[src/common/reset_seq_pkg.sv]
// Constants, register map and state codes shared by the reset sequencer.
// Assumes a 32-bit classic Wishbone slave port with byte addresses.
`default_nettype none
package reset_seq_pkg;

	// ==========================================================
	// Register byte offsets
	localparam logic [7:0] ADR_CAUSE  = 8'h00;   // reset_cause_flags
	localparam logic [7:0] ADR_STATUS = 8'h04;   // processor_status
	localparam logic [7:0] ADR_BOCTL  = 8'h08;   // brownout_control
	localparam logic [7:0] ADR_WDCTL  = 8'h0C;   // watchdog_control
	localparam logic [7:0] ADR_CONFIG = 8'h10;   // sequencer configuration
	localparam logic [7:0] ADR_SEQST  = 8'h14;   // sequencer state, read only

	// ==========================================================
	// reset_cause_flags bit positions
	localparam int CF_OVF = 7;
	localparam int CF_UNF = 6;
	localparam int CF_WDT = 4;
	localparam int CF_PIN = 3;
	localparam int CF_INSTR = 2;
	localparam int CF_POR = 1;
	localparam int CF_BOR = 0;
	localparam logic [7:0] CF_MASK    = 8'hDF;   // Bit 5 unimplemented
	localparam logic [7:0] CF_POR_VAL = 8'h1C;   // 00-1 1100

	// ==========================================================
	// processor_status bit positions
	localparam int ST_TO = 4;
	localparam int ST_PWDN = 3;
	localparam logic [7:0] ST_SW_MASK = 8'h07;   // Bits software may write
	localparam logic [7:0] ST_POR_VAL = 8'h18;   // 1 1000

	// ==========================================================
	// brownout_control, watchdog_control, configuration
	localparam int BC_SWEN = 7;
	localparam int BC_FAST = 6;
	localparam int BC_RDY  = 0;
	localparam logic [7:0] WC_MASK    = 8'h3F;
	localparam logic [7:0] WC_RST_VAL = 8'h16;
	localparam int CFG_PWRT_N  = 0;   // power_up_delay_enable_n
	localparam int CFG_OSC_WAIT = 1;  // Oscillator needs start-up timer
	localparam int CFG_PIN_EN  = 2;   // External reset pin enabled
	localparam int CFG_STK_EN  = 3;   // stack_reset_enable
	localparam int CFG_LPB_EN  = 4;   // low_power_brownout enable
	localparam logic [7:0] CFG_MASK    = 8'h1F;
	localparam logic [7:0] CFG_RST_VAL = 8'h05;

	// ==========================================================
	// Program counter vectors
	localparam logic [14:0] PC_RESET_VEC = 15'h0000;
	localparam logic [14:0] PC_IRQ_VEC   = 15'h0004;

	// ==========================================================
	// Asynchronous input positions in the synchroniser vector
	localparam int NSYNC   = 7;
	localparam int SY_POR  = 0;
	localparam int SY_BOR  = 1;
	localparam int SY_LPB  = 2;
	localparam int SY_PINN = 3;
	localparam int SY_BRDY = 4;
	localparam int SY_LFC  = 5;
	localparam int SY_OSC  = 6;

	// ==========================================================
	// Sequencer states
	typedef enum logic [2:0] {
		SEQ_PWRUP  = 3'b000,
		SEQ_RESET  = 3'b001,
		SEQ_RUN    = 3'b010,
		SEQ_SLEEP  = 3'b011,
		SEQ_VECTOR = 3'b100
	} seq_state_t;

endpackage : reset_seq_pkg
`default_nettype wire

[src/startup_timer.sv]
// Start-up delay counter ticking on a qualified clock-enable pulse.
// Assumes tick_i is a one-cycle pulse in the clk_i domain.
`timescale 1ns/100ps
`default_nettype none
module startup_timer #(
	parameter int COUNT = 2048
) (
	// Clock and reset
	input  wire logic clk_i,
	input  wire logic rst_i,
	// Control
	input  wire logic clear_i,
	input  wire logic enable_i,
	input  wire logic tick_i,
	// Status
	output logic      done_o
);
	localparam int W = $clog2(COUNT + 1);
	localparam logic [W-1:0] LAST = W'(COUNT);

	logic [W-1:0] cnt_r;

	// ==========================================================
	// Count ticks until the terminal value, restart on clear
	always_ff @(posedge clk_i)
	begin
		if (rst_i || clear_i)
			cnt_r <= '0;
		else if (tick_i && cnt_r != LAST)
			cnt_r <= cnt_r + W'(1);
	end

	// A disabled timer counts as already expired
	assign done_o = !enable_i || (cnt_r == LAST);

endmodule : startup_timer
`default_nettype wire

[src/reset_sequencer.sv]
// Reset cause tracking and start-up sequencing with a Wishbone register file.
// Assumes rst_i is the power-on reset; detector and pin inputs are asynchronous.
//
// Behaviour
// - Programming mode exit acts as power-on reset
// - Optional power-up delay, active-low enable bit
// - Run needs timers done and pin released
// - Timers ignore pin; run on pin release
// - Every reset updates cause flags
// - Power-on sets timeout and power-down flags
// - Power-on and brown-out load cause register
// - Stack overflow sets bit 7 sticky
// - Stack underflow sets bit 6 sticky
// - Watchdog reset clears bit 4
// - Pin reset clears bit 3
// - Reset instruction clears bit 2
// - Power-on clears bit 1, firmware sets
// - Brown-out or power-on clears bit 0
// - Watchdog run reset versus sleep wake
// - Interrupt wake sets timeout, clears power-down
// - Pin reset in sleep: timeout 1, power-down 0
// - Resets load 0000h; interrupt wake vectors 0004h
// - Unimplemented status bits read zero
// - Stack resets only when enabled
// - Low-power brown-out ORed into brown-out
`timescale 1ns/100ps
`default_nettype none
module reset_sequencer
	import reset_seq_pkg::*;
#(
	parameter int PWRT_TICKS = 2048,   // Low-frequency oscillator edges
	parameter int OSC_TICKS  = 1024    // Selected oscillator edges
) (
	// Clock and power-on reset
	input  wire logic        clk_i,
	input  wire logic        rst_i,
	// Wishbone slave
	input  wire logic        cyc_i,
	input  wire logic        stb_i,
	input  wire logic        we_i,
	input  wire logic [7:0]  adr_i,
	input  wire logic [3:0]  sel_i,
	input  wire logic [31:0] dat_i,
	output logic      [31:0] dat_o,
	output logic             ack_o,
	// Asynchronous detectors, pin and oscillators
	input  wire logic        por_det_i,
	input  wire logic        bor_det_i,
	input  wire logic        low_power_brownout_det_i,
	input  wire logic        external_reset_pin_n_i,
	input  wire logic        bor_ready_i,
	input  wire logic        lf_osc_i,
	input  wire logic        sel_osc_i,
	// Core events, one-cycle pulses, and the global interrupt enable level
	input  wire logic        prog_exit_i,
	input  wire logic        wdt_timeout_i,
	input  wire logic        reset_instr_i,
	input  wire logic        stack_ovf_i,
	input  wire logic        stack_unf_i,
	input  wire logic        sleep_enter_i,
	input  wire logic        irq_wake_i,
	input  wire logic        global_irq_enable_i,
	// Core control
	output logic             core_reset_o,
	output logic             core_run_o,
	output logic             pc_load_o,
	output logic [14:0]      pc_value_o,
	output logic             pc_advance_o,
	output logic             pc_push_o,
	// Register-driven controls
	output logic             sw_bor_enable_o,
	output logic             bor_fast_start_o,
	output logic [4:0]       wdt_prescale_o,
	output logic             wdt_sw_enable_o
);

	// ==========================================================
	// Input synchronisers
	logic [NSYNC-1:0] async_in;
	logic [NSYNC-1:0] sync1_r;
	logic [NSYNC-1:0] sync2_r;
	logic             lfc_d_r;
	logic             osc_d_r;

	assign async_in = {sel_osc_i, lf_osc_i, bor_ready_i, external_reset_pin_n_i,
	                   low_power_brownout_det_i, bor_det_i, por_det_i};

	// Two flip-flops per asynchronous input
	genvar g;
	generate
		for (g = 0; g < NSYNC; g++)
		begin : g_sync
			always_ff @(posedge clk_i)
			begin
				if (rst_i)
				begin
					sync1_r[g] <= 1'b0;
					sync2_r[g] <= 1'b0;
				end
				else
				begin
					sync1_r[g] <= async_in[g];
					sync2_r[g] <= sync1_r[g];
				end
			end
		end
	endgenerate

	// Delayed oscillator levels for rising-edge detection
	always_ff @(posedge clk_i)
	begin
		if (rst_i)
		begin
			lfc_d_r <= 1'b0;
			osc_d_r <= 1'b0;
		end
		else
		begin
			lfc_d_r <= sync2_r[SY_LFC];
			osc_d_r <= sync2_r[SY_OSC];
		end
	end

	// ==========================================================
	// Registers and reset sources
	logic [7:0]   cause_r;
	logic [7:0]   status_r;
	logic         bc_swen_r;
	logic         bc_fast_r;
	logic [7:0]   wdctl_r;
	logic [7:0]   cfg_r;
	seq_state_t   state_r;
	seq_state_t   state_nxt;

	logic por_evt;
	logic bor_evt;
	logic pin_rst;
	logic stk_rst;
	logic sw_rst;
	logic wr_en;
	logic pwrt_done;
	logic osc_wait_done;
	logic sleeping;

	assign por_evt  = sync2_r[SY_POR] || prog_exit_i;
	assign bor_evt  = sync2_r[SY_BOR] || (sync2_r[SY_LPB] && cfg_r[CFG_LPB_EN]);
	assign pin_rst  = cfg_r[CFG_PIN_EN] && !sync2_r[SY_PINN];
	assign stk_rst  = cfg_r[CFG_STK_EN] && (stack_ovf_i || stack_unf_i);
	assign sleeping = (state_r == SEQ_SLEEP);
	assign sw_rst   = (state_r == SEQ_RUN) && (wdt_timeout_i || reset_instr_i || stk_rst);
	assign wr_en    = cyc_i && stb_i && we_i && ack_o && sel_i[0];   // Lands on ack edge

	// ==========================================================
	// Start-up timers, cleared while a supply reset is held
	startup_timer #(
		.COUNT    (PWRT_TICKS)
	) u_pwrt (
		.clk_i    (clk_i),
		.rst_i    (rst_i),
		.clear_i  (por_evt || bor_evt),
		.enable_i (!cfg_r[CFG_PWRT_N]),
		.tick_i   (sync2_r[SY_LFC] && !lfc_d_r),
		.done_o   (pwrt_done)
	);

	startup_timer #(
		.COUNT    (OSC_TICKS)
	) u_osc_wait (
		.clk_i    (clk_i),
		.rst_i    (rst_i),
		.clear_i  (por_evt || bor_evt),
		.enable_i (cfg_r[CFG_OSC_WAIT]),
		.tick_i   (sync2_r[SY_OSC] && !osc_d_r),
		.done_o   (osc_wait_done)
	);

	// ==========================================================
	// Sequencer state machine
	always_comb
	begin
		state_nxt = state_r;
		case (state_r)
			SEQ_PWRUP:
				// Timers run regardless of the pin; release starts at once
				if (!por_evt && !bor_evt && pwrt_done && osc_wait_done && !pin_rst)
					state_nxt = SEQ_RUN;
			SEQ_RESET:
				if (!pin_rst)
					state_nxt = SEQ_RUN;
			SEQ_RUN:
				if (pin_rst || sw_rst)
					state_nxt = SEQ_RESET;
				else if (sleep_enter_i)
					state_nxt = SEQ_SLEEP;
			SEQ_SLEEP:
				if (pin_rst)
					state_nxt = SEQ_RESET;
				else if (irq_wake_i && global_irq_enable_i)
					state_nxt = SEQ_VECTOR;
				else if (irq_wake_i || wdt_timeout_i)
					state_nxt = SEQ_RUN;
			SEQ_VECTOR:
				state_nxt = SEQ_RUN;
			default:
				state_nxt = SEQ_PWRUP;
		endcase
		if (por_evt || bor_evt)
			state_nxt = SEQ_PWRUP;
	end

	// State register
	always_ff @(posedge clk_i)
	begin
		if (rst_i)
			state_r <= SEQ_PWRUP;
		else
			state_r <= state_nxt;
	end

	// Core hold and run levels
	assign core_reset_o = (state_r == SEQ_PWRUP) || (state_r == SEQ_RESET);
	assign core_run_o   = (state_r == SEQ_RUN);

	// ==========================================================
	// Program counter commands
	always_ff @(posedge clk_i)
	begin
		if (rst_i)
		begin
			pc_load_o    <= 1'b0;
			pc_value_o   <= PC_RESET_VEC;
			pc_advance_o <= 1'b0;
			pc_push_o    <= 1'b0;
		end
		else
		begin
			pc_load_o    <= 1'b0;
			pc_advance_o <= 1'b0;
			pc_push_o    <= 1'b0;
			if ((state_r == SEQ_PWRUP || state_r == SEQ_RESET) && state_nxt == SEQ_RUN)
			begin
				pc_load_o  <= 1'b1;
				pc_value_o <= PC_RESET_VEC;
			end
			else if (sleeping && (state_nxt == SEQ_RUN || state_nxt == SEQ_VECTOR))
				pc_advance_o <= 1'b1;
			else if (state_r == SEQ_VECTOR)
			begin
				pc_push_o  <= 1'b1;
				pc_load_o  <= 1'b1;
				pc_value_o <= PC_IRQ_VEC;
			end
		end
	end

	// ==========================================================
	// Reset cause flags; hardware events win over software writes
	always_ff @(posedge clk_i)
	begin
		if (rst_i || por_evt)
			cause_r <= CF_POR_VAL;
		else if (bor_evt)
		begin
			cause_r <= cause_r & CF_MASK;
			cause_r[CF_OVF] <= 1'b0;
			cause_r[CF_UNF] <= 1'b0;
			cause_r[CF_WDT] <= 1'b1;
			cause_r[CF_PIN] <= 1'b1;
			cause_r[CF_INSTR] <= 1'b1;
			cause_r[CF_BOR] <= 1'b0;
		end
		else
		begin
			if (wr_en && adr_i == ADR_CAUSE)
				cause_r <= dat_i[7:0] & CF_MASK;
			if (stack_ovf_i)
				cause_r[CF_OVF] <= 1'b1;
			if (stack_unf_i)
				cause_r[CF_UNF] <= 1'b1;
			if (wdt_timeout_i && state_r == SEQ_RUN)
				cause_r[CF_WDT] <= 1'b0;
			if (pin_rst && (state_r == SEQ_RUN || sleeping))
				cause_r[CF_PIN] <= 1'b0;
			if (reset_instr_i && state_r == SEQ_RUN)
				cause_r[CF_INSTR] <= 1'b0;
		end
	end

	// ==========================================================
	// Timeout and power-down flags, plus software-owned low bits
	always_ff @(posedge clk_i)
	begin
		if (rst_i || por_evt)
			status_r <= ST_POR_VAL;
		else if (bor_evt)
		begin
			status_r[ST_TO] <= 1'b1;
			status_r[ST_PWDN] <= 1'b1;
		end
		else
		begin
			if (wr_en && adr_i == ADR_STATUS)
				status_r[2:0] <= dat_i[2:0];
			if (pin_rst && sleeping)
			begin
				status_r[ST_TO] <= 1'b1;
				status_r[ST_PWDN] <= 1'b0;
			end
			else if (sleeping && wdt_timeout_i)
			begin
				status_r[ST_TO] <= 1'b0;
				status_r[ST_PWDN] <= 1'b0;
			end
			else if (sleeping && irq_wake_i)
			begin
				status_r[ST_TO] <= 1'b1;
				status_r[ST_PWDN] <= 1'b0;
			end
			else if (state_r == SEQ_RUN && wdt_timeout_i)
				status_r[ST_TO] <= 1'b0;
			else if (state_r == SEQ_RUN && sleep_enter_i)
			begin
				status_r[ST_TO] <= 1'b1;
				status_r[ST_PWDN] <= 1'b0;
			end
		end
	end

	// ==========================================================
	// Brown-out and watchdog control, reloaded on supply resets
	always_ff @(posedge clk_i)
	begin
		if (rst_i || por_evt || bor_evt)
		begin
			bc_swen_r <= 1'b1;
			bc_fast_r <= 1'b0;
			wdctl_r   <= WC_RST_VAL;
		end
		else if (wr_en && adr_i == ADR_BOCTL)
		begin
			bc_swen_r <= dat_i[BC_SWEN];
			bc_fast_r <= dat_i[BC_FAST];
		end
		else if (wr_en && adr_i == ADR_WDCTL)
			wdctl_r <= dat_i[7:0] & WC_MASK;
	end

	assign sw_bor_enable_o  = bc_swen_r;
	assign bor_fast_start_o = bc_fast_r;
	assign wdt_prescale_o   = wdctl_r[5:1];
	assign wdt_sw_enable_o  = wdctl_r[0];

	// Sequencer configuration, loaded only by rst_i, kept across detector and core resets
	always_ff @(posedge clk_i)
	begin
		if (rst_i)
			cfg_r <= CFG_RST_VAL;
		else if (wr_en && adr_i == ADR_CONFIG)
			cfg_r <= dat_i[7:0] & CFG_MASK;
	end

	// ==========================================================
	// Wishbone answer: one-cycle ack, registered read data
	always_ff @(posedge clk_i)
	begin
		if (rst_i)
		begin
			ack_o <= 1'b0;
			dat_o <= 32'h0000_0000;
		end
		else
		begin
			ack_o <= cyc_i && stb_i && !ack_o;
			dat_o <= 32'h0000_0000;
			// Unmapped and unimplemented bits read as zero
			if (adr_i == ADR_CAUSE)
				dat_o[7:0] <= cause_r & CF_MASK;
			else if (adr_i == ADR_STATUS)
				dat_o[7:0] <= status_r;
			else if (adr_i == ADR_BOCTL)
				dat_o[7:0] <= {bc_swen_r, bc_fast_r, 5'h00, sync2_r[SY_BRDY]};
			else if (adr_i == ADR_WDCTL)
				dat_o[7:0] <= wdctl_r;
			else if (adr_i == ADR_CONFIG)
				dat_o[7:0] <= cfg_r;
			else if (adr_i == ADR_SEQST)
				dat_o[7:0] <= {3'h0, pwrt_done, osc_wait_done, state_r};
		end
	end

endmodule : reset_sequencer
`default_nettype wire

[config.mk]
export PLATFORM = sky130hd
export DESIGN_NAME = reset_sequencer
export DESIGN_NICKNAME = d
export VERILOG_FILES = /design/src/common/reset_seq_pkg.sv /design/src/startup_timer.sv /design/src/reset_sequencer.sv
export SDC_FILE = /design/constraint.sdc
export NUM_CORES = 1
export LEC_CHECK = 0
export BUFFER_PORTS_ARGS = -buffer_cell sky130_fd_sc_hd__buf_2
export CORE_ASPECT_RATIO = 1.75
export CORE_MARGIN = 4
export CORE_UTILIZATION = 47
export CTS_CLUSTER_SIZE = 16
export DETAILED_ROUTE_END_ITERATION = 10
export PLACE_DENSITY = 0.79
export SYNTH_ARGS = -nofsm -noshare
export SYNTH_HDL_FRONTEND = slang
export SYNTH_SLANG_ARGS = --single-unit
[constraint.sdc]
create_clock -name clk_i -period 2.6 [get_ports clk_i]
set_clock_uncertainty 0.15 [all_clocks]
set_input_delay 0.52 -clock clk_i [delete_from_list [all_inputs] [get_ports clk_i]]
set_output_delay 0.52 -clock clk_i [all_outputs]
set_load 0.02 [all_outputs]
==> results.tsv, run 1 <==
stage	metric	value	unit
power_and_ir_drop	overall power	2.67	mW
flow_run	max-cap viol count	0	
logic_synthesis	Syn Std Cell Area	0.00379	mm^2
logic_synthesis	number of synthesized register bits	80	
route	DRC Markers	0	
sta	Max-slew headroom	62.2	%
global_routing	gr usage total	18.0	%
sta	Final Cycle Share	90.6	%
clock_network	CTS buffer count	9	
power_and_ir_drop	P_sw	0.625	mW
floorplanning	Die X-Extent	75.9	um
route	wire per inst	14.2	um
clock_network	Clock Tree Buf Depth	2	
floorplanning	core footprint	0.00791	mm^2
power_and_ir_drop	P_int	2.04	mW
logic_synthesis	syn_area_per_cell	8.80	um^2
power_and_ir_drop	power per cell area	611	mW/mm^2
power_and_ir_drop	P_leak	1.75	nW
clock_network	Reg clk slew, reported paths	60	ps
logic_synthesis	fraction of registers with async set or reset after synthesis	0	%
route	DR pass1 iterations	4	
setup_path	Setup crit end kind	flop	
power_and_ir_drop	Seq pwr share	46.8	%
floorplanning	chip height	127	um
floorplanning	I/O pin count	125	
power_and_ir_drop	Max IR drop VDD	336	uV
sta	setup violators final	0	
sta	Worst-Margin Slew	561	ps
clock_network	clock sinks	80	
global_routing	vias in the first global route	2980	
global_routing	GR Util met3	3.81	%
sta	Fin Setup TNS	0	ps
power_and_ir_drop	Logic pwr share	7.0	%
setup_path	arrival time at the worst endpoint	2450	ps
layout	final core occ	55.2	%
clock_network	CTS resizes	0	
global_routing	grt peak-use layer	met2	
min_path	worst hold path class	in -> reg	
layout	Layout area overhead	15.1	%
place	Routability Congestion	0.948	
floorplanning	die area	0.00962	mm^2
sta	Hold Vio Cnt, Final	0	
layout	# nets final	562	
sta	f_max	0.424	GHz
floorplanning	Rows	43	
sta	Final Max Tran Viols	0	
logic_synthesis	distinct cell type count after synthesis	56	
setup_path	CP Max Fanout	3	
route	number of DRC markers in iteration 0	182	
global_routing	largest net degree at the start of global routing	30	
route	vias post-DR	3135	
setup_path	type of origin of the critical path	flop	
clock_network	setup bufs post-CTS	0	
sta	RSZ-0062 raised after global routing	false	
logic_synthesis	leading register cell type out of synthesis	dfxtp_1	
sta	Tmin final	2360	ps
setup_path	Critical Path RT	2690	ps
power_and_ir_drop	clock power share	46.2	%
clock_network	CTS root buf	clkbuf_16	
layout	layout cell share with drive strength beyond 1	19.4	%
route	Avg Vias per Cell	5.32	
global_routing	first-pass GRT wire length	13.3	mm
floorplanning	Starting Density	47.9	%
route	Routed Antenna Nets	0	
global_routing	met1 Use GR	19.3	%
global_routing	met2 Use GR	30.8	%
power_and_ir_drop	switching share of power	23.4	%
logic_synthesis	Synth Warn #	0	
global_routing	global route overflow	0	
clock_network	CTS tree	done	
setup_path	kind of critical path	reg -> reg	
outcome	status	complete, no violations	
layout	# diodes	0	
global_routing	initial antenna violation count	0	
logic_synthesis	EDFF count, synth	0	
route	routed wire length	8.38	mm
logic_synthesis	register area share after synthesis	42.2	%
clock_network	clock insertion delay at the later pin of the skew report	330	ps
clock_network	H-tree depth	3	
place	port bufs	59	
clock_network	cts hold-fix bufs	0	
place	HPWL after DPL	6.30	mm
logic_synthesis	Syn Inst Count	431	
-- final timing paths --
kind	start	cells past startpoint	endpoint	slack [ps]
setup / recovery	u_pwrt.cnt_r[1]$_SDFFE_PP0P_	7	dat_o[4]$_SDFF_PP0_	240
hold / removal	external_reset_pin_n_i	2	sync1_r[3]$_SDFF_PP0_	240
setup reg to reg	u_pwrt.cnt_r[1]$_SDFFE_PP0P_	7	dat_o[4]$_SDFF_PP0_	240
hold reg to reg	sync1_r[1]$_SDFF_PP0_	1	sync2_r[1]$_SDFF_PP0_	290
-- sequential cells by signal (all words and copies together) (netlist names), 6 cells and up --
register,flops
wdctl_r,6
u_pwrt.cnt_r,12
dat_o,8
cause_r,7
u_osc_wait.cnt_r,11
sync1_r,7
sync2_r,7
-- placed cells by master (no fill, tap or decap), drive strengths merged, types with 5 or more instances in the layout --
master / instances
nor2: 57
nor3: 8
nor2b: 21
buf: 70
dfxtp: 80
or4: 5
o21ai: 18
mux2i: 25
nand4: 5
conb: 38
clkbuf: 10
xor2: 14
nand3: 12
a21oi: 14
inv: 15
nand2: 27
or3: 8
nor4: 8
-- synth_stat cells, types with 5 or more instances --
cell type  number  area, um^2
or3_1           8        50.1
nand2_1        27         101
nand3_1        12        60.1
nor3_1          6        30.0
a21oi_1        14        70.1
buf_4          38         285
clkbuf_1       10        37.5
mux2i_1        25         250
nor2_1         56         210
nor2b_1        21         131
o21ai_0        15        75.1
dfxtp_1        80        1600
xor2_1         14         123
nand4_1         5        31.3
nor4_1          6        37.5
inv_1          14        52.6
-- power groups by stage --
stage | registers [mW] | clock network [mW] | logic (mW)
after global placement | 1.27 | 0 | 0.181
after global routing | 1.25 | 1.31 | 0.204
final | 1.25 | 1.23 | 0.187
after CTS | 1.25 | 1.25 | 0.184
after floorplan | 1.27 | 0 | 0.162
after detailed placement | 1.27 | 0 | 0.183
-- critical path, stage by stage, from the launching register on --
cell      delay [ps]
dfxtp_1          330
inv_1            100
ha_1             140
nor4b_1          310
a31oi_1          240
a211o_1          370
a221o_1          370
a211oi_1         250
-- logic make-up after synthesis --
group / synth area share (%)
adders and majority gates: 1.32
buffers and inverters: 10.7
AOI/OAI and AO/OA: 10.8
DFF: 42.2
muxes: 6.60
other: 0.0989
xor gates and xnor gates: 3.93
and+or+nand+nor: 24.4
-- routing by layer --
layer  part of all wire (%)  vias to the layer above
li1                       -                     1542
met1                     38                     1459
met2                     52                      113
met3                    6.6                       21
met4                    3.2                        0
met5                      0                        -
-- metrics by stage --
stage          setup WS, ps  cells  hold slack [ps]  area [um^2]
6_report                243    589              242         4360
5_1_grt                 117    589              239         4360
4_1_cts                 221    589              235         4360
3_5_place_dp            161    573              273         4070
3_3_place_gp            183    573              272         4070
2_1_floorplan           327    468              264         3930
-- final cells by class --
type | instances | area, um^2
Sequential cell | 80 | 1600
Clock inverter | 6 | 67.6
Fill cell | 714 | 3540
Timing Repair Buffer | 70 | 378
Inverter | 14 | 52.6
Clock buffer | 10 | 229
Multi-Input combinational cell | 319 | 1920
Tap cell | 90 | 113
No activity file was read; power rests on OpenSTA's default activity.
==> inputs of run 2 (changes only) <==
--- a/config.mk
+++ b/config.mk
@@ -11,2 +11,3 @@
 export CORE_UTILIZATION = 47
+export CTS_BUF_LIST = sky130_fd_sc_hd__clkbuf_16
 export CTS_CLUSTER_SIZE = 16
--- a/constraint.sdc
+++ b/constraint.sdc
@@ -4,2 +4,2 @@
 set_output_delay 0.52 -clock clk_i [all_outputs]
-set_load 0.02 [all_outputs]
+set_load 0.005 [all_outputs]
==> run 2 against run 1 <==
Net effect: final cell count did not move; routed wire length unchanged; final area stayed put; core utilization unchanged; flip-flop and latch count stayed put; power fell by 1.5%; sequential power about the same; global-route usage unchanged; worst hold slack is essentially flat; worst setup slack better by 5.4 ps; sequential share of layout area stayed put; clock-buffer cell count shrank 1.
==> results.tsv, run 2 (synthesis gave the netlist of run 1 again) <==
stage	metric	value	unit	change
global_routing	global route overflow	0		unchanged
route	vias post-DR	3138		+0.096%
layout	layout cell share with drive strength beyond 1	19.4	%	unchanged
layout	biggest regs	u_pwrt.cnt_r (12), u_osc_wait.cnt_r (11), dat_o (8)		
route	DRC Markers	0		unchanged
layout	Top reg by flops	u_pwrt.cnt_r		
sta	RSZ-0062 raised after global routing	false		
global_routing	largest net degree at the start of global routing	30		unchanged
sta	setup violators final	0		unchanged
sta	Final Cycle Share	90.4	%	-0.21 points
sta	Max-slew headroom	62.2	%	unchanged
clock_network	clock sinks	80		unchanged
global_routing	gr usage total	18.0	%	unchanged
route	met1 wire length	3.17	mm	about the same
outcome	status	complete, no violations		
global_routing	vias in the first global route	2980		unchanged
place	Routability Congestion	0.948		unchanged
clock_network	cts hold-fix bufs	0		unchanged
layout	commonest cells after routing, fill and taps aside	80 x dfxtp_1, 59 x buf_2, 56 x nor2_1, 38 x conb_1, 27 x nand2_1		
clock_network	Clock Tree Buf Depth	2		unchanged
floorplanning	I/O pin count	125		unchanged
floorplanning	chip height	127	um	unchanged
layout	commonest non-fill, non-tap cell in the layout	dfxtp_1		
route	number of DRC markers in iteration 0	181		-0.55%
sta	Hold Vio Cnt, Final	0		unchanged
sta	f_max	0.425	GHz	+0.23%
clock_network	H-tree depth	3		unchanged
setup_path	kind of critical path	reg -> reg		
clock_network	Reg clk slew, reported paths	60	ps	about the same
clock_network	CTS buffer count	9		unchanged
floorplanning	Die X-Extent	75.9	um	unchanged
setup_path	arrival time at the worst endpoint	2440	ps	about the same
global_routing	initial antenna violation count	0		unchanged
setup_path	Setup crit end kind	flop		
clock_network	setup bufs post-CTS	0		unchanged
layout	Final Instance Area	0.00436	mm^2	unchanged
floorplanning	Starting Density	47.9	%	unchanged
route	met2 routed WL	4.38	mm	about the same
power_and_ir_drop	power per cell area	602	mW/mm^2	-1.5%
sta	Final Max Tran Viols	0		unchanged
flow_run	max-cap viol count	0		unchanged
layout	area occupied by multi-input gates	0.00192	mm^2	unchanged
layout	Largest register FFs	12		unchanged
place	HPWL after DPL	6.30	mm	unchanged
route	routed wire length	8.38	mm	unchanged
power_and_ir_drop	Max IR drop VDD	331	uV	-1.4%
route	Routed Antenna Nets	0		unchanged
layout	fillcell total	714		unchanged
floorplanning	core footprint	0.00791	mm^2	unchanged
setup_path	CP Max Fanout	3		unchanged
setup_path	Critical Path RT	2690	ps	about the same
route	Avg Vias per Cell	5.33		about the same
layout	# diodes	0		unchanged
layout	Layout area overhead	15.1	%	unchanged
clock_network	CTS tree	done		
layout	sequential cell area	0.00160	mm^2	unchanged
sta	Worst-Margin Slew	561	ps	unchanged
layout	# nets final	562		unchanged
power_and_ir_drop	P_leak	1.75	nW	+0.24%
route	uppermost layer routed	met4		
place	port bufs	59		unchanged
floorplanning	Rows	43		unchanged
min_path	worst hold path class	in -> reg		
clock_network	clock insertion delay at the later pin of the skew report	330	ps	about the same
route	wire per inst	14.2	um	unchanged
setup_path	type of origin of the critical path	flop		
clock_network	CTS resizes	0		unchanged
route	DR pass1 iterations	4		unchanged
floorplanning	die area	0.00962	mm^2	unchanged
sta	Fin Setup TNS	0	ps	unchanged
route	WL met3	553	um	-0.18%
sta	Tmin final	2350	ps	-5.39 ps
place	placed inst area	0.00407	mm^2	unchanged
global_routing	first-pass GRT wire length	13.3	mm	unchanged
clock_network	CTS root buf	clkbuf_16		
-- run 2: per-layer routing --
layer,vias up,track usage [%]
met5,-,0
met4,0,11.2
met3,21,3.81
met2,113,30.8
met1,1462,19.3
li1,1542,-
-- run 2: final timing paths --
path / slack (ps) / to / cells after the start / from
worst max register to register: 250 / dat_o[4]$_SDFF_PP0_ / 7 / u_pwrt.cnt_r[1]$_SDFFE_PP0P_
worst max-delay path: 250 / dat_o[4]$_SDFF_PP0_ / 7 / u_pwrt.cnt_r[1]$_SDFFE_PP0P_
worst min register to register: 290 / sync2_r[1]$_SDFF_PP0_ / 1 / sync1_r[1]$_SDFF_PP0_
worst min-delay path: 240 / sync1_r[3]$_SDFF_PP0_ / 2 / external_reset_pin_n_i
-- run 2: critical path: stages (launching register included) --
cell      delay [ps]
dfxtp_1          330
inv_1            100
ha_1             140
nor4b_1          310
a31oi_1          240
a211o_1          370
a221o_1          370
a211oi_1         250
-- run 2: layout make-up --
class                   instances  area share [%]
repair buffers                 70            8.66
inverters                      14            1.20
flip-flops and latches         80            36.7
clock buffers                   9            5.16
well taps                      90            2.58
multi-input cells             319            44.1
clock inverters                 7            1.63
-- run 2: power by group --
| part | total (mW) | internal, mW | switching [mW] | leakage, nW |
|---|---|---|---|---|
| clock | 1.23 | 0.742 | 0.487 | 0.143 |
| combinational | 0.149 | 0.0549 | 0.0942 | 0.958 |
| sequential | 1.25 | 1.24 | 0.00656 | 0.648 |
| total | 2.63 | 2.04 | 0.588 | 1.75 |
-- run 2: stage by stage --
step,worst slack [ps],util [%],power [mW],instances,hold WS (ps)
CTS,221,55.2,2.64,589,235
finish,249,55.2,2.63,589,242
global placement,183,51.4,1.42,573,272
detailed placement,161,51.4,1.42,573,273
global route,117,55.2,2.72,589,239
floorplan,327,-,1.40,468,264
==> inputs of run 3 (changes only) <==
Settings changed: CORE_UTILIZATION 47 to 46, PLACE_DENSITY 0.79 to 0.81.
Clock period 2.6 ns to 2.1 ns, I/O delays scaled along.
==> run 3 against run 2 <==
Net effect: sequential power grew 23%; worst setup slack lost 230 ps; first-iteration DRC count grew 12%; flip-flop and latch count is the same; power grew 19%; worst hold slack lost 98 ps; clock-buffer cell count is the same; final cell count grew 7.0%; via count grew 6.7%; critical path depth is the same; critical path type unchanged; largest power group unchanged.
==> results.tsv, run 3 (synthesis gave the netlist of run 1 again) <==
stage	metric	value	unit	change
route	vias post-DR	3349		+6.7%
place	HPWL after DPL	6.76	mm	+7.2%
route	Avg Vias per Cell	5.32		-0.22%
sta	setup violators final	0		unchanged
layout	commonest non-fill, non-tap cell in the layout	dfxtp_1		
setup_path	max incr delay on CP	370	ps	about the same
clock_network	cts hold-fix bufs	0		unchanged
clock_network	Clock Tree Buf Depth	2		unchanged
setup_path	arrival time at the worst endpoint	2180	ps	-260 ps
layout	Final Instance Area	0.00483	mm^2	+11%
min_path	worst hold path class	in -> reg		
setup_path	critical path's top delay family	compound AO/OA/AOI/OAI gates		
layout	fillcell total	643		-9.9%
setup_path	Setup crit end kind	flop		
route	DRC Markers	0		unchanged
route	DR pass1 iterations	4		unchanged
setup_path	CP Max Fanout	2		-1
floorplanning	die area	0.00982	mm^2	+2.0%
place	port bufs	59		unchanged
clock_network	H-tree depth	3		unchanged
setup_path	Critical Path RT	2200	ps	-490 ps
layout	commonest cells after routing, fill and taps aside	78 x dfxtp_1, 59 x buf_2, 55 x nor2_1, 52 x buf_4, 38 x conb_1		
layout	# diodes	0		unchanged
setup_path	kind of critical path	reg -> reg		
global_routing	global route overflow	0		unchanged
layout	Layout area overhead	27.4	%	
floorplanning	core footprint	0.00796	mm^2	+0.68%
route	Routed Antenna Nets	0		unchanged
sta	Fin Setup TNS	0	ps	unchanged
global_routing	first-pass GRT wire length	14.4	mm	+7.7%
setup_path	worst-path cell chain	inv_1 -> ha_1 -> nor4bb_4 -> a31oi_4 -> a211o_1 -> a221o_1 -> a211oi_1		
outcome	status	complete, no violations		
power_and_ir_drop	power per cell area	649	mW/mm^2	+7.9%
floorplanning	Die X-Extent	76.6	um	+0.97%
route	routed wire length	9.41	mm	+12%
floorplanning	I/O pin count	125		unchanged
setup_path	type of origin of the critical path	flop		
layout	layout cell share with drive strength beyond 1	28.7	%	+9.3 points
route	number of DRC markers in iteration 0	203		+12%
setup_path	CP max-delay cell	a221o_1		
global_routing	vias in the first global route	3259		+9.4%
flow_run	max-cap viol count	0		unchanged
layout	Largest register FFs	12		unchanged
floorplanning	chip height	128	um	+1.0%
clock_network	CTS tree	done		
floorplanning	Rows	43		unchanged
global_routing	initial antenna violation count	0		unchanged
clock_network	Reg clk slew, reported paths	60	ps	about the same
place	Routability Congestion	0.948		about the same
clock_network	clock insertion delay at the later pin of the skew report	330	ps	about the same
sta	Hold Vio Cnt, Final	0		unchanged
power_and_ir_drop	P_leak	1.99	nW	+14%
layout	# nets final	604		+7.5%
clock_network	CTS root buf	clkbuf_16		
clock_network	clock sinks	80		unchanged
sta	Final Max Tran Viols	0		unchanged
power_and_ir_drop	Max IR drop VDD	425	uV	+28%
setup_path	Buf+Inv Stages, Crit Path	1		unchanged
floorplanning	Starting Density	47.6	%	-0.32 points
sta	Final Cycle Share	98.9	%	+8.5 points
place	placed inst area	0.00435	mm^2	+6.8%
global_routing	gr usage total	18.3	%	+0.24 points
global_routing	largest net degree at the start of global routing	30		unchanged
sta	f_max	0.481	GHz	+13%
sta	Tmin final	2080	ps	-274 ps
layout	biggest regs	u_pwrt.cnt_r (12), u_osc_wait.cnt_r (11), dat_o (8)		
route	wire per inst	14.9	um	+5.1%
sta	Max-slew headroom	65.2	%	+2.9 points
clock_network	CTS buffer count	9		unchanged
sta	Worst-Margin Slew	520	ps	-41.5 ps
layout	Top reg by flops	u_pwrt.cnt_r		
run 3: changes by cell type in the layout (fill, tap and decap cells not counted), moves of 2 or more:
cell       change
nor4b_4        +2
nor4b_1        -2
dfxtp_1        -2
inv_1          -2
a31oi_4        +2
nor4_1         -3
nor4_2         +2
a2111oi_4      +2
a31oi_1        -2
inv_2          +2
dfxtp_2        +2
buf_4         +41
run 3: through the flow:
step                util [%]  power [mW]  instances  hold slack [ps]  worst slack [ps]
floorplan                  -        1.73        468              264             -64.9
global placement        54.6        1.77        610              271              -226
global route            60.7        3.24        630              145             -33.7
finish                  60.7        3.14        630              144              22.2
detailed placement      54.6        1.78        610              276              -315
CTS                     58.7        3.15        625              134             -7.32
run 3: metal layers:
| layer | wire length [um] | global-route usage, % | up-vias |
|---|---|---|---|
| met5 | 0 | 0 | - |
| li1 | - | - | 1623 |
| met1 | 3480 | 18.3 | 1551 |
| met2 | 4940 | 33.0 | 144 |
| met3 | 574 | 4.01 | 31 |
| met4 | 413 | 13.4 | 0 |
run 3: timing repair:
| action | CTS | global route |
|---|---|---|
| buffers inserted | 0 | 5 |
| cloned | 0 | 0 |
| pin swaps | 3 | 11 |
| resized for setup | 11 | 19 |
| endpoints found under the setup margin | 6 | 4 |
| endpoints found under the hold margin | 0 | 0 |
run 3: area by class of cell:
class | count | area (um^2) | area share (%)
tap | 90 | 113 | 2.33
clock buffer | 9 | 225 | 4.66
timing repair buffer | 112 | 697 | 14.4
multi-input combinational | 319 | 2100 | 43.5
clock inverter | 6 | 38.8 | 0.803
sequential | 80 | 1600 | 33.2
inverter | 14 | 52.6 | 1.09
run 3: worst paths after layout:
kind / startpoint / end / slack [ps] / cells after the start
worst min-delay path: bor_det_i / sync1_r[1]$_SDFF_PP0_ / 140 / 2
worst max-delay path: u_osc_wait.cnt_r[0]$_SDFFE_PP0P_ / dat_o[3]$_SDFF_PP0_ / 20 / 7
worst max register to register: u_osc_wait.cnt_r[0]$_SDFFE_PP0P_ / dat_o[3]$_SDFF_PP0_ / 20 / 7
worst min register to register: sync1_r[1]$_SDFF_PP0_ / sync2_r[1]$_SDFF_PP0_ / 290 / 1
run 3: where the power goes:
| part | leakage [nW] | total [mW] | switching (mW) | internal (mW) |
|---|---|---|---|---|
| Clock | 0.122 | 1.37 | 0.589 | 0.786 |
| Sequential | 0.649 | 1.54 | 0.00802 | 1.54 |
| Combinational | 1.22 | 0.217 | 0.128 | 0.0890 |
| Total | 1.99 | 3.14 | 0.725 | 2.41 |
